$ cat config.mk
export PLATFORM = sky130hd
export DESIGN_NAME = cpu_interrupt_flag_bank_four
export DESIGN_NICKNAME = d
export VERILOG_FILES = /design/src/core/irq_flag_pkg.sv /design/src/core/cpu_interrupt_flag_bank_four.sv /design/src/core/pending_flag_bit.sv
export SDC_FILE = /design/constraint.sdc
export NUM_CORES = 1
export LEC_CHECK = 0
export BUFFER_PORTS_ARGS = -buffer_cell sky130_fd_sc_hd__buf_4
export CORE_MARGIN = 8
export CORE_UTILIZATION = 44
export DETAILED_ROUTE_END_ITERATION = 8
export PLACE_DENSITY = 0.87
export SETUP_SLACK_MARGIN = 0.2
export SYNTH_ARGS = -nofsm -noshare
export SYNTH_HDL_FRONTEND = slang
export SYNTH_HIERARCHICAL = 1
export SYNTH_SLANG_ARGS = --single-unit
$ cat constraint.sdc
create_clock -name clk -period 4.8 [get_ports clk]
set_input_delay 0.24 -clock clk [delete_from_list [all_inputs] [get_ports clk]]
set_output_delay 0.24 -clock clk [all_outputs]
set_load 0.02 [all_outputs]
$ cat src/core/irq_flag_pkg.sv
// constants and carrier types for the fourth cpu interrupt flag register
// assumes a single 50 MHz clock domain and a plain register port
`default_nettype none
package irq_flag_pkg;
  // ************************************************************
  // register map
  // ************************************************************
  localparam logic [7:0] FLAGS_FOUR_ADDR = 8'hc0;
  localparam logic [7:0] FLAGS_FOUR_RESET = 8'h00;
  // field positions
  localparam int SLEEP_TIMER_BIT = 7;
  localparam int RESERVED_BIT = 6;
  localparam int PORT_ZERO_BIT = 5;
  localparam int TIMER_FOUR_BIT = 4;
  localparam int TIMER_THREE_BIT = 3;
  localparam int TIMER_TWO_BIT = 2;
  localparam int TIMER_ONE_BIT = 1;
  localparam int TRANSFER_DONE_BIT = 0;
  // bits that hardware clears when the core vectors to their routine
  localparam logic [7:0] VECTOR_CLEAR_MASK = 8'h1e;
  localparam logic [7:0] ZERO_BYTE = 8'h00;

  // ************************************************************
  // carrier types
  // ************************************************************
  typedef struct packed {
    logic [7:0] addr;
    logic [7:0] wdata;
    logic wr;
    logic rd;
  } reg_req_type;

  // per-bit source events, one-cycle pulses, laid out as the register
  typedef struct packed {
    logic [7:0] set;
    logic [7:0] vectorAck;
  } flag_evt_type;
endpackage
`default_nettype wire

$ cat src/core/cpu_interrupt_flag_bank_four.sv
// fourth cpu interrupt flag register: eight pending flags and a request vector
// assumes sources and vector acknowledges are one-cycle pulses on clk
//
// Local design decision: strobed register access.
`default_nettype none
module cpu_interrupt_flag_bank_four (
  input wire logic clk,
  input wire logic rst,
  input wire irq_flag_pkg::reg_req_type regReq,
  input wire irq_flag_pkg::flag_evt_type srcEvt,
  output logic [7:0] rdata,
  output logic [7:0] pendingReq
);
  // ************************************************************
  // address decode
  // ************************************************************
  logic hitReg;
  logic swWrite;
  logic readHit;
  logic [7:0] flags;
  logic [7:0] rdata_q;
  logic [7:0] rdata_d;
  logic [7:0] pending_q;
  assign hitReg = (regReq.addr == irq_flag_pkg::FLAGS_FOUR_ADDR);
  assign swWrite = regReq.wr && hitReg;
  assign readHit = regReq.rd && hitReg;
  // unmapped reads answer zero, so a stray address never shows stale flags
  assign rdata_d = readHit ? flags : irq_flag_pkg::ZERO_BYTE;

  // ************************************************************
  // flag bits
  // ************************************************************
  // bit 6 is an ordinary storage bit: a written one is a live request,
  // which is why software must keep it clear
  genvar gi;
  generate
    for (gi = 0; gi < 8; gi++) begin : g_flag
      pending_flag_bit #(
        .HW_CLEAR(irq_flag_pkg::VECTOR_CLEAR_MASK[gi])
      ) u_bit (
        .clk(clk),
        .rst(rst),
        .setEvt(srcEvt.set[gi]),
        .vectorAck(srcEvt.vectorAck[gi]),
        .swWrite(swWrite),
        .swValue(regReq.wdata[gi]),
        .flag(flags[gi])
      );
    end
  endgenerate

  // ************************************************************
  // field view
  // ************************************************************
  // named taps on each flag keep the checks below readable
  logic sleepTimerPending;
  logic portZeroPending;
  logic timerFourPending;
  logic timerThreePending;
  logic timerTwoPending;
  logic timerOnePending;
  logic transferDonePending;
  logic reservedFlag;
  assign sleepTimerPending = flags[irq_flag_pkg::SLEEP_TIMER_BIT];
  assign portZeroPending = flags[irq_flag_pkg::PORT_ZERO_BIT];
  assign timerFourPending = flags[irq_flag_pkg::TIMER_FOUR_BIT];
  assign timerThreePending = flags[irq_flag_pkg::TIMER_THREE_BIT];
  assign timerTwoPending = flags[irq_flag_pkg::TIMER_TWO_BIT];
  assign timerOnePending = flags[irq_flag_pkg::TIMER_ONE_BIT];
  assign transferDonePending = flags[irq_flag_pkg::TRANSFER_DONE_BIT];
  assign reservedFlag = flags[irq_flag_pkg::RESERVED_BIT];

  // ************************************************************
  // outputs
  // ************************************************************
  // read data stands for exactly the cycle after the read strobe
  always_ff @(posedge clk) begin
    if (rst) begin
      rdata_q <= irq_flag_pkg::FLAGS_FOUR_RESET;
    end else begin
      rdata_q <= rdata_d;
    end
  end

  // request vector is the flag state itself, so a written one requests too;
  // the extra register costs a cycle of latency but keeps the output glitch free
  always_ff @(posedge clk) begin
    if (rst) begin
      pending_q <= irq_flag_pkg::FLAGS_FOUR_RESET;
    end else begin
      pending_q <= flags;
    end
  end
  assign rdata = rdata_q;
  assign pendingReq = pending_q;

  // ************************************************************
  // checks
  // ************************************************************
  set_beats_write_a: assert property (@(posedge clk) disable iff (rst)
    swWrite && (srcEvt.set != irq_flag_pkg::ZERO_BYTE)
      |=> (flags & $past(srcEvt.set)) == $past(srcEvt.set))
    else $error("set lost to a same cycle write");
  sleep_set_a: assert property (@(posedge clk) disable iff (rst)
    srcEvt.set[irq_flag_pkg::SLEEP_TIMER_BIT] |=> ##1 pendingReq[irq_flag_pkg::SLEEP_TIMER_BIT])
    else $error("sleep timer request not shown");
  t4_clear_a: assert property (@(posedge clk) disable iff (rst)
    srcEvt.vectorAck[4] && !srcEvt.set[4] && !swWrite |=> !flags[4])
    else $error("timer four flag not cleared");
  t3_clear_a: assert property (@(posedge clk) disable iff (rst)
    srcEvt.vectorAck[3] && !srcEvt.set[3] && !swWrite |=> !flags[3])
    else $error("timer three flag not cleared");
  t2_set_a: assert property (@(posedge clk) disable iff (rst)
    srcEvt.set[2] |=> flags[2])
    else $error("timer two flag not set");
  t1_clear_a: assert property (@(posedge clk) disable iff (rst)
    srcEvt.vectorAck[1] && !srcEvt.set[1] && !swWrite |=> !flags[1])
    else $error("timer one flag not cleared");
  dma_hold_a: assert property (@(posedge clk) disable iff (rst)
    flags[0] && !swWrite |=> flags[0])
    else $error("transfer done flag dropped");
  sw_request_a: assert property (@(posedge clk) disable iff (rst)
    swWrite && regReq.wdata[5] |=> ##1 pendingReq[5])
    else $error("written flag gave no request");
  read_data_a: assert property (@(posedge clk) disable iff (rst)
    regReq.rd && hitReg |=> rdata == $past(flags))
    else $error("read data wrong");

  // ************************************************************
  // source sets
  // ************************************************************
  // every source pulse shows in its flag on the next edge; the flags
  // without a vector clear must hold whatever the core does
  port_set_a: assert property (@(posedge clk) disable iff (rst)
    srcEvt.set[irq_flag_pkg::PORT_ZERO_BIT] |=> portZeroPending)
    else $error("port zero flag not set");
  t4_set_a: assert property (@(posedge clk) disable iff (rst)
    srcEvt.set[irq_flag_pkg::TIMER_FOUR_BIT] |=> timerFourPending)
    else $error("timer four flag not set");
  t3_set_a: assert property (@(posedge clk) disable iff (rst)
    srcEvt.set[irq_flag_pkg::TIMER_THREE_BIT] |=> timerThreePending)
    else $error("timer three flag not set");
  t1_set_a: assert property (@(posedge clk) disable iff (rst)
    srcEvt.set[irq_flag_pkg::TIMER_ONE_BIT] |=> timerOnePending)
    else $error("timer one flag not set");
  dma_set_a: assert property (@(posedge clk) disable iff (rst)
    srcEvt.set[irq_flag_pkg::TRANSFER_DONE_BIT] |=> transferDonePending)
    else $error("transfer done flag not set");
  sleep_hold_a: assert property (@(posedge clk) disable iff (rst)
    sleepTimerPending && !swWrite |=> sleepTimerPending)
    else $error("sleep timer flag dropped");
  port_hold_a: assert property (@(posedge clk) disable iff (rst)
    portZeroPending && !swWrite |=> portZeroPending)
    else $error("port zero flag dropped");

  // ************************************************************
  // vector clears
  // ************************************************************
  // a vector acknowledge clears a timer flag and, one edge later,
  // withdraws its request unless a set or a write lands beside it
  t2_clear_a: assert property (@(posedge clk) disable iff (rst)
    srcEvt.vectorAck[irq_flag_pkg::TIMER_TWO_BIT] && !srcEvt.set[irq_flag_pkg::TIMER_TWO_BIT]
      && !swWrite |=> !timerTwoPending)
    else $error("timer two flag not cleared");
  t4_withdraw_a: assert property (@(posedge clk) disable iff (rst)
    srcEvt.vectorAck[irq_flag_pkg::TIMER_FOUR_BIT] && !srcEvt.set[irq_flag_pkg::TIMER_FOUR_BIT]
      && !swWrite |=> ##1 !pendingReq[irq_flag_pkg::TIMER_FOUR_BIT])
    else $error("timer four request not withdrawn");
  t3_withdraw_a: assert property (@(posedge clk) disable iff (rst)
    srcEvt.vectorAck[irq_flag_pkg::TIMER_THREE_BIT] && !srcEvt.set[irq_flag_pkg::TIMER_THREE_BIT]
      && !swWrite |=> ##1 !pendingReq[irq_flag_pkg::TIMER_THREE_BIT])
    else $error("timer three request not withdrawn");
  t2_withdraw_a: assert property (@(posedge clk) disable iff (rst)
    srcEvt.vectorAck[irq_flag_pkg::TIMER_TWO_BIT] && !srcEvt.set[irq_flag_pkg::TIMER_TWO_BIT]
      && !swWrite |=> ##1 !pendingReq[irq_flag_pkg::TIMER_TWO_BIT])
    else $error("timer two request not withdrawn");
  t1_withdraw_a: assert property (@(posedge clk) disable iff (rst)
    srcEvt.vectorAck[irq_flag_pkg::TIMER_ONE_BIT] && !srcEvt.set[irq_flag_pkg::TIMER_ONE_BIT]
      && !swWrite |=> ##1 !pendingReq[irq_flag_pkg::TIMER_ONE_BIT])
    else $error("timer one request not withdrawn");

  // ************************************************************
  // software port
  // ************************************************************
  // a write replaces the whole byte when no source fires beside it;
  // the reserved bit moves only on a write or its own set pulse, and the write is the user's hazard
  dma_request_a: assert property (@(posedge clk) disable iff (rst)
    swWrite && regReq.wdata[irq_flag_pkg::TRANSFER_DONE_BIT]
      |=> ##1 pendingReq[irq_flag_pkg::TRANSFER_DONE_BIT])
    else $error("written transfer flag gave no request");
  write_lands_a: assert property (@(posedge clk) disable iff (rst)
    swWrite && (srcEvt.set == irq_flag_pkg::ZERO_BYTE) |=> flags == $past(regReq.wdata))
    else $error("written byte not stored");
  reserved_hold_a: assert property (@(posedge clk) disable iff (rst)
    !swWrite && !srcEvt.set[irq_flag_pkg::RESERVED_BIT] |=> $stable(reservedFlag))
    else $error("reserved bit moved without a write");
  read_sleep_a: assert property (@(posedge clk) disable iff (rst)
    readHit && sleepTimerPending |=> rdata[irq_flag_pkg::SLEEP_TIMER_BIT])
    else $error("pending sleep timer flag read as zero");
  read_dma_a: assert property (@(posedge clk) disable iff (rst)
    readHit && transferDonePending |=> rdata[irq_flag_pkg::TRANSFER_DONE_BIT])
    else $error("pending transfer flag read as zero");
  rdata_idle_a: assert property (@(posedge clk) disable iff (rst)
    !regReq.rd |=> rdata == irq_flag_pkg::ZERO_BYTE)
    else $error("read data outside a read");
  unmapped_zero_a: assert property (@(posedge clk) disable iff (rst)
    regReq.rd && !hitReg |=> rdata == irq_flag_pkg::ZERO_BYTE)
    else $error("unmapped read not zero");

  // ************************************************************
  // reset
  // ************************************************************
  // reset is synchronous, so these checks run without a disable clause
  reset_flags_a: assert property (@(posedge clk)
    rst |=> flags == irq_flag_pkg::FLAGS_FOUR_RESET)
    else $error("flags not cleared by reset");
  reset_request_a: assert property (@(posedge clk)
    rst |=> pendingReq == irq_flag_pkg::FLAGS_FOUR_RESET)
    else $error("requests not cleared by reset");
  reset_rdata_a: assert property (@(posedge clk)
    rst |=> rdata == irq_flag_pkg::ZERO_BYTE)
    else $error("read data not cleared by reset");
endmodule
`default_nettype wire

$ cat src/core/pending_flag_bit.sv
// one sticky pending flag with hardware set, vector clear and software write
// assumes all inputs synchronous to clk
`default_nettype none
module pending_flag_bit #(
  parameter bit HW_CLEAR = 1'b0
) (
  input wire logic clk,
  input wire logic rst,
  input wire logic setEvt,
  input wire logic vectorAck,
  input wire logic swWrite,
  input wire logic swValue,
  output logic flag
);
  logic flag_q;
  logic flag_d;
  // set beats both clears so a request is never lost
  assign flag_d = setEvt ? 1'b1 :
                  swWrite ? swValue :
                  (HW_CLEAR && vectorAck) ? 1'b0 : flag_q;
  assign flag = flag_q;
  // ************************************************************
  // storage
  // ************************************************************
  always_ff @(posedge clk) begin
    if (rst) begin
      flag_q <= 1'b0;
    end else begin
      flag_q <= flag_d;
    end
  end
endmodule
`default_nettype wire

==> summary.md, run 1 <==
| Metric | Value |
|---|---|
| Outcome | `completed` |
| Setup slack, reg-to-reg | `roughly 3.9 ns` |
| Ys async rst share | `0` |
| Total CTS buffers | `3` |
| Cell Pwr Density | `around 280 nW/um^2` |
| GRT Util Overall | `0.117` |
| Post-synth top area share | `0.546` |
| Die Y | `60.7 um` |
| CTS tree | `built` |
| Fin. Hold Viols | `0` |
| Cell variety after synth | `13` |
| Antenna violations before repair | `0` |
| Slew headroom | `0.396` |
| Number of global-route vias before repair | `between 600 and 700` |
| Initial DRC Count | `13` |
| Via count | `746` |
| Post-synth top area cell | `dfxtp_1` |
| DRC errors left | `0` |
| Root buffer cell | `clkbuf_4` |
| Area contributors post-synth | `dfxtp_1 55%, nor3_2 10%, a21oi_1 6.8%` |
| Area grow syn2layout | `45.5%` |
| Primary FF master, synth | `dfxtp_1` |
| Postcts setup bufs | `0` |
| Reg2reg start | `g_flag[4].u_bit/flag` |
| TNS Setup | `0 ns` |
| Most numerous cell in the Yosys netlist | `dfxtp_1` |
| Fillers | `~170` |
| Syn_area_per_cell | `roughly 11 um^2` |
| Synth top cells by count | `24 x dfxtp_1, 12 x a21oi_1, 9 x nor3_2, 8 x nand3b_1, 8 x nor2b_1` |
| Number of max-cap violations | `0` |
| CP endpoint kind | `flip-flop` |
| Post-route clock period utilization | `0.417` |
| Max IR drop VDD | `0.000161 V` |
| Max Clk Rate | `~0.5 GHz` |
| First-pass GRT wire length | `roughly 3200 um` |
| Post-CTS Resized | `0` |
| Total Routed Length | `~2200 um` |
| Post-synthesis cell area | `between 800 and 900 um^2` |
| Via density | `between 4 and 5` |
| Worst EP required | `approximately 5 ns` |
| Largest net degree at the start of global routing | `25` |
| Placer Congestion | `0.710` |
| WP data arrival | `about 2.2 ns` |
| Final max-slew violation count | `0` |
| CP Launch Point | `regReq[12]` |
| CORE AREA | `1920 um^2` |
| Crit-path max FO | `12` |
| Final critical-path required period | `around 2 ns` |
| FP Rows | `16` |
| Sequential element share of the synthesized area | `0.546` |
| Mapped Cells | `80` |
| Register bit total from synthesis | `24` |
| Hpwl dp | `approximately 1700 um` |
| Post-DR wirelength/cell | `14.2 um` |
| Initial core utilization | `0.458` |
| YS warnings | `6` |
| Syn_nets | `about 120` |
| Critical Path Start Type | `input pin` |
| Clock Skews | `about 0.0043 ns` |
| EDFF count, synth | `0` |
| Share of layout cells above drive strength 1 | `0.480` |
| Lkg Pwr | `between 0.5 and 0.6 nW` |
| Final nets | `~160` |
| Pin slew with the least headroom to its limit | `0.901 ns` |
| Min-delay worst type | `input pin to flip-flop` |
| Clk sinks | `24` |
| Clk slew on worst S/H paths | `about 0.13 ns` |
| IO buf count | `47` |
| Io pins | `52` |
| FF+latch area | `~480 um^2` |
| Crit path to | `g_flag[0].u_bit/flag` |
| Routed Antenna Nets | `0` |
| Antenna Cells | `0` |
| Die area | `about 3700 um^2` |
| Total power | `between 300 and 400 uW` |
| Reg-to-reg endpoint | `g_flag[4].u_bit/flag` |
| # H-tree levels | `1` |
| GR Overflow Total | `0` |
| WS Path Type | `input pin to flip-flop` |
| Router iterations before antenna repair | `4` |
| Footprint of the multi-input gates | `approximately 360 um^2` |
| CTS Buffer Depth | `2` |
| Die width | `60.7 um` |
| Worst-Skew Late Latency | `0.31 ns` |
| # setup viols final | `0` |
| RSZ-0062 raised after global routing | `false` |
| Hold_buf cts | `0` |
| Reg2reg path depth | `2` |
[where the power goes]
group	internal, mW	switching (mW)	total, mW
sequential	0.207	0.00383	0.211
combinational	0.0279	0.0189	0.0468
clock	0.0463	0.0586	0.105
total	0.281	0.0814	0.363
[final cells by class]
type,instances,area share
clock buffers,4,0.0283
inverters,5,0.0147
multi-input cells,47,0.280
flip-flops and latches,24,0.375
well taps,27,0.0264
repair buffers,47,0.276
[critical path, cell delays in order]
cell       delay, ns
buf_4           0.10
nand4bb_1       0.58
nor3_2          0.93
mux2i_1         0.27
a21oi_1         0.09
[through the flow]
step	std cells	hold WS [ns]	util	worst slack (ns)	cell area (um^2)
floorplan	80	0.309	-	3.00	880
global placement	150	0.470	0.647	2.55	1240
detailed placement	150	0.476	0.647	2.47	1240
CTS	154	0.151	0.666	2.79	1280
global route	154	0.150	0.666	2.68	1280
finish	154	0.157	0.666	2.80	1280
[registers in the layout, indices dropped and copies added, names as in the netlist]
name	count
g_flag.u_bit/flag	8
rdata	8
pendingReq	8
[per-layer routing]
layer,track usage,vias to the layer above,routed length [um]
li1,-,368,-
met1,0.124,339,878
met2,0.198,36,1040
met3,0.0508,3,227
met4,0.0498,0,30
met5,0,-,0
[how the worst min path moves through the flow]
stage	to	slack, ns	cells past startpoint	from
2_1_floorplan	g_flag[0].u_bit/flag	0.31	1	rst
3_3_place_gp	pendingReq[3]	0.47	1	g_flag[3].u_bit/flag
3_5_place_dp	pendingReq[6]	0.48	1	g_flag[6].u_bit/flag
4_1_cts	g_flag[6].u_bit/flag	0.15	3	srcEvt[14]
5_1_grt	g_flag[5].u_bit/flag	0.15	3	srcEvt[13]
6_report	g_flag[5].u_bit/flag	0.16	3	srcEvt[13]
[logic make-up after synthesis]
logic type             count (synthesis)  share of synthesized area
and+or+nand+nor                       31                      0.293
DFF                                   24                      0.546
AOI/OAI and AO/OA                     12                     0.0683
buffers and inverters                  9                     0.0469
muxes                                  4                     0.0455
[placed cells by master, fill, tap and decap left out]
cell type / netlist / layout
a21oi_1: 12 / 12
buf_4: 0 / 47
clkbuf_4: 0 / 3
clkbuf_8: 0 / 1
dfxtp_1: 24 / 24
inv_1: 5 / 5
mux2i_1: 4 / 4
nand3b_1: 8 / 8
nand4bb_1: 1 / 1
nor2b_1: 8 / 8
nor3_2: 9 / 9
or3b_1: 4 / 4
or4_4: 1 / 1
(Power assumes the default switching activity.)
==> run 2, diff against run 1 <==
--- a/config.mk
+++ b/config.mk
@@ -7,9 +7,9 @@
 export LEC_CHECK = 0
 export BUFFER_PORTS_ARGS = -buffer_cell sky130_fd_sc_hd__buf_4
 export CORE_MARGIN = 8
-export CORE_UTILIZATION = 44
+export CORE_UTILIZATION = 37
 export DETAILED_ROUTE_END_ITERATION = 8
-export PLACE_DENSITY = 0.87
+export PLACE_DENSITY = 0.79
 export SETUP_SLACK_MARGIN = 0.2
 export SYNTH_ARGS = -nofsm -noshare
 export SYNTH_HDL_FRONTEND = slang
==> constraint.sdc (replaced) <==
create_clock -name clk -period 1.7 [get_ports clk]
set_input_delay 0.085 -clock clk [delete_from_list [all_inputs] [get_ports clk]]
set_output_delay 0.085 -clock clk [all_outputs]
set_load 0.02 [all_outputs]
==> summary.md, run 2 (same netlist as run 1, synthesis figures left out) <==
| Metric | Value |
|---|---|
| Clk slew on worst S/H paths | `approximately 0.11 ns` |
| Via density | `4.61` |
| Die area | `around 4200 um^2` |
| Cell Pwr Density | `between 700 and 800 nW/um^2` |
| Number of global-route vias before repair | `~760` |
| CP endpoint kind | `flip-flop` |
| Internal power | `~750 uW` |
| Slew headroom | `0.866` |
| Hpwl dp | `around 1700 um` |
| Share of layout cells above drive strength 1 | `0.489` |
| RSZ-0062 raised after global routing | `false` |
| Routed Antenna Nets | `0` |
| Fin. Hold Viols | `0` |
| Antenna violations before repair | `0` |
| Min-delay worst type | `input pin to flip-flop` |
| Worst Hold Margin | `0.0141 ns` |
| Via count | `around 730` |
| Commonest non-fill, non-tap cell in the layout | `buf_4` |
| Clk sinks | `24` |
| Outcome | `completed` |
| Final critical-path required period | `roughly 1.1 ns` |
| TNS Setup | `0 ns` |
| Max IR drop VDD | `about 0.00065 V` |
| Die width | `approximately 65 um` |
| Antenna Cells | `0` |
| DRC errors left | `0` |
| Worst slack, placed | `about 0.23 ns` |
| # H-tree levels | `1` |
| CORE AREA | `2230 um^2` |
| Io pins | `between 50 and 60` |
| CTS tree | `built` |
| Worst setup margin | `approximately 0.58 ns` |
| Max Clk Rate | `about 0.89 GHz` |
| Worst-path cell chain | `buf_4 > or4_4 > nor3_4 > buf_4 > mux2i_1 > a21oi_1` |
| Clock share of power | `0.244` |
| Clock Skews | `roughly 0.0022 ns` |
| Number of max-cap violations | `0` |
| Lkg Pwr | `about 0.57 nW` |
| Pin slew with the least headroom to its limit | `between 0.2 and 0.25 ns` |
| Crit-path max FO | `7` |
| Post-DR wirelength/cell | `about 13 um` |
| Crit path largest cell delay | `0.54 ns` |
| P_sw | `217 uW` |
| Router iterations before antenna repair | `2` |
| Post-CTS Resized | `0` |
| First-pass GRT wire length | `between 3000 and 4000 um` |
| WP data arrival | `1.32 ns` |
| Placer Congestion | `between 0.7 and 0.8` |
| Root buffer cell | `clkbuf_4` |
| Largest net degree at the start of global routing | `25` |
| CTS Buffer Depth | `2` |
| Initial core utilization | `0.394` |
| GR Overflow Total | `0` |
| Total power | `966 uW` |
| Most frequent cells in the layout | `51 x buf_4, 24 x dfxtp_1, 12 x a21oi_1` |
| Post-route clock period utilization | `0.661` |
| Power share of the combinational group | `0.140` |
| Initial DRC Count | `16` |
| Final max-slew violation count | `0` |
| Worst Path Buf+Inv | `2` |
| Area grow syn2layout | `49.4%` |
| Worst EP required | `about 1.9 ns` |
| Die Y | `~65 um` |
| Postcts setup bufs | `0` |
| Switching part of the total | `0.224` |
| Critical Path Start Type | `input pin` |
| Worst-Skew Late Latency | `~0.30 ns` |
| Final nets | `between 150 and 200` |
| Total Routed Length | `around 2100 um` |
| Most used cell, CP | `buf_4` |
| IO buf count | `47` |
| Total CTS buffers | `3` |
| WS Path Type | `input pin to flip-flop` |
| Reg power frac | `0.617` |
| # setup viols final | `0` |
| Slowest cell on the critical path | `or4_4` |
| FP Rows | `17` |
| GRT Util Overall | `0.104` |
| Cell family with most CP delay | `simple AND/OR/NAND/NOR gates` |
-- run 2: layout make-up --
type / instances / area, um^2
fillers: 204 / 920
flip-flops and latches: 24 / 480
repair buffers: 52 / 393
multi-input cells: 47 / 364
well taps: 28 / 35.0
clock buffers: 3 / 22.5
inverters: 5 / 18.8
-- run 2: final timing paths --
check,startpoint,to,slack (ns),cells past startpoint
worst max-delay path,regReq[11],g_flag[6].u_bit/flag,0.58,6
worst min-delay path,srcEvt[15],g_flag[7].u_bit/flag,0.01,3
worst max register to register,g_flag[2].u_bit/flag,g_flag[2].u_bit/flag,0.79,2
worst min register to register,g_flag[1].u_bit/flag,pendingReq[1],0.49,1
-- run 2: timing repair --
action / 4_1_cts / 5_1_grt
hold endpoints to repair: 1 / 0
hold buffers: 1 / 0
setup endpoints to repair: 0 / 0
-- run 2: metrics by stage --
stage	instances	utilization	area [um^2]
CTS	159	0.588	1310
finish	159	0.588	1310
floorplan	80	-	886
global placement	155	0.574	1280
detailed placement	155	0.574	1280
global route	159	0.588	1310
-- run 2: layer usage --
layer | routed length, um | vias to the layer above | GRT usage
met2 | 1020 | 29 | 0.171
met4 | 46 | 0 | 0.0654
met5 | 0 | - | 0
li1 | - | 378 | -
met1 | 842 | 321 | 0.109
met3 | 162 | 5 | 0.0395
-- run 2: worst reg2reg max path: cells and delay by family (launching register included) --
kind	cells	cell delay, ns
AO/OA/AOI/OAI	1	0.13
flip-flops	1	0.37
AND/OR/NAND/NOR	1	0.35
-- run 2: power by group through the flow --
stage | sequential (mW) | combinational, mW | clock (mW)
2_1_floorplan | 0.618 | 0.0448 | 0
3_3_place_gp | 0.608 | 0.132 | 0
3_5_place_dp | 0.610 | 0.135 | 0
4_1_cts | 0.597 | 0.137 | 0.251
5_1_grt | 0.600 | 0.146 | 0.277
6_report | 0.596 | 0.135 | 0.235
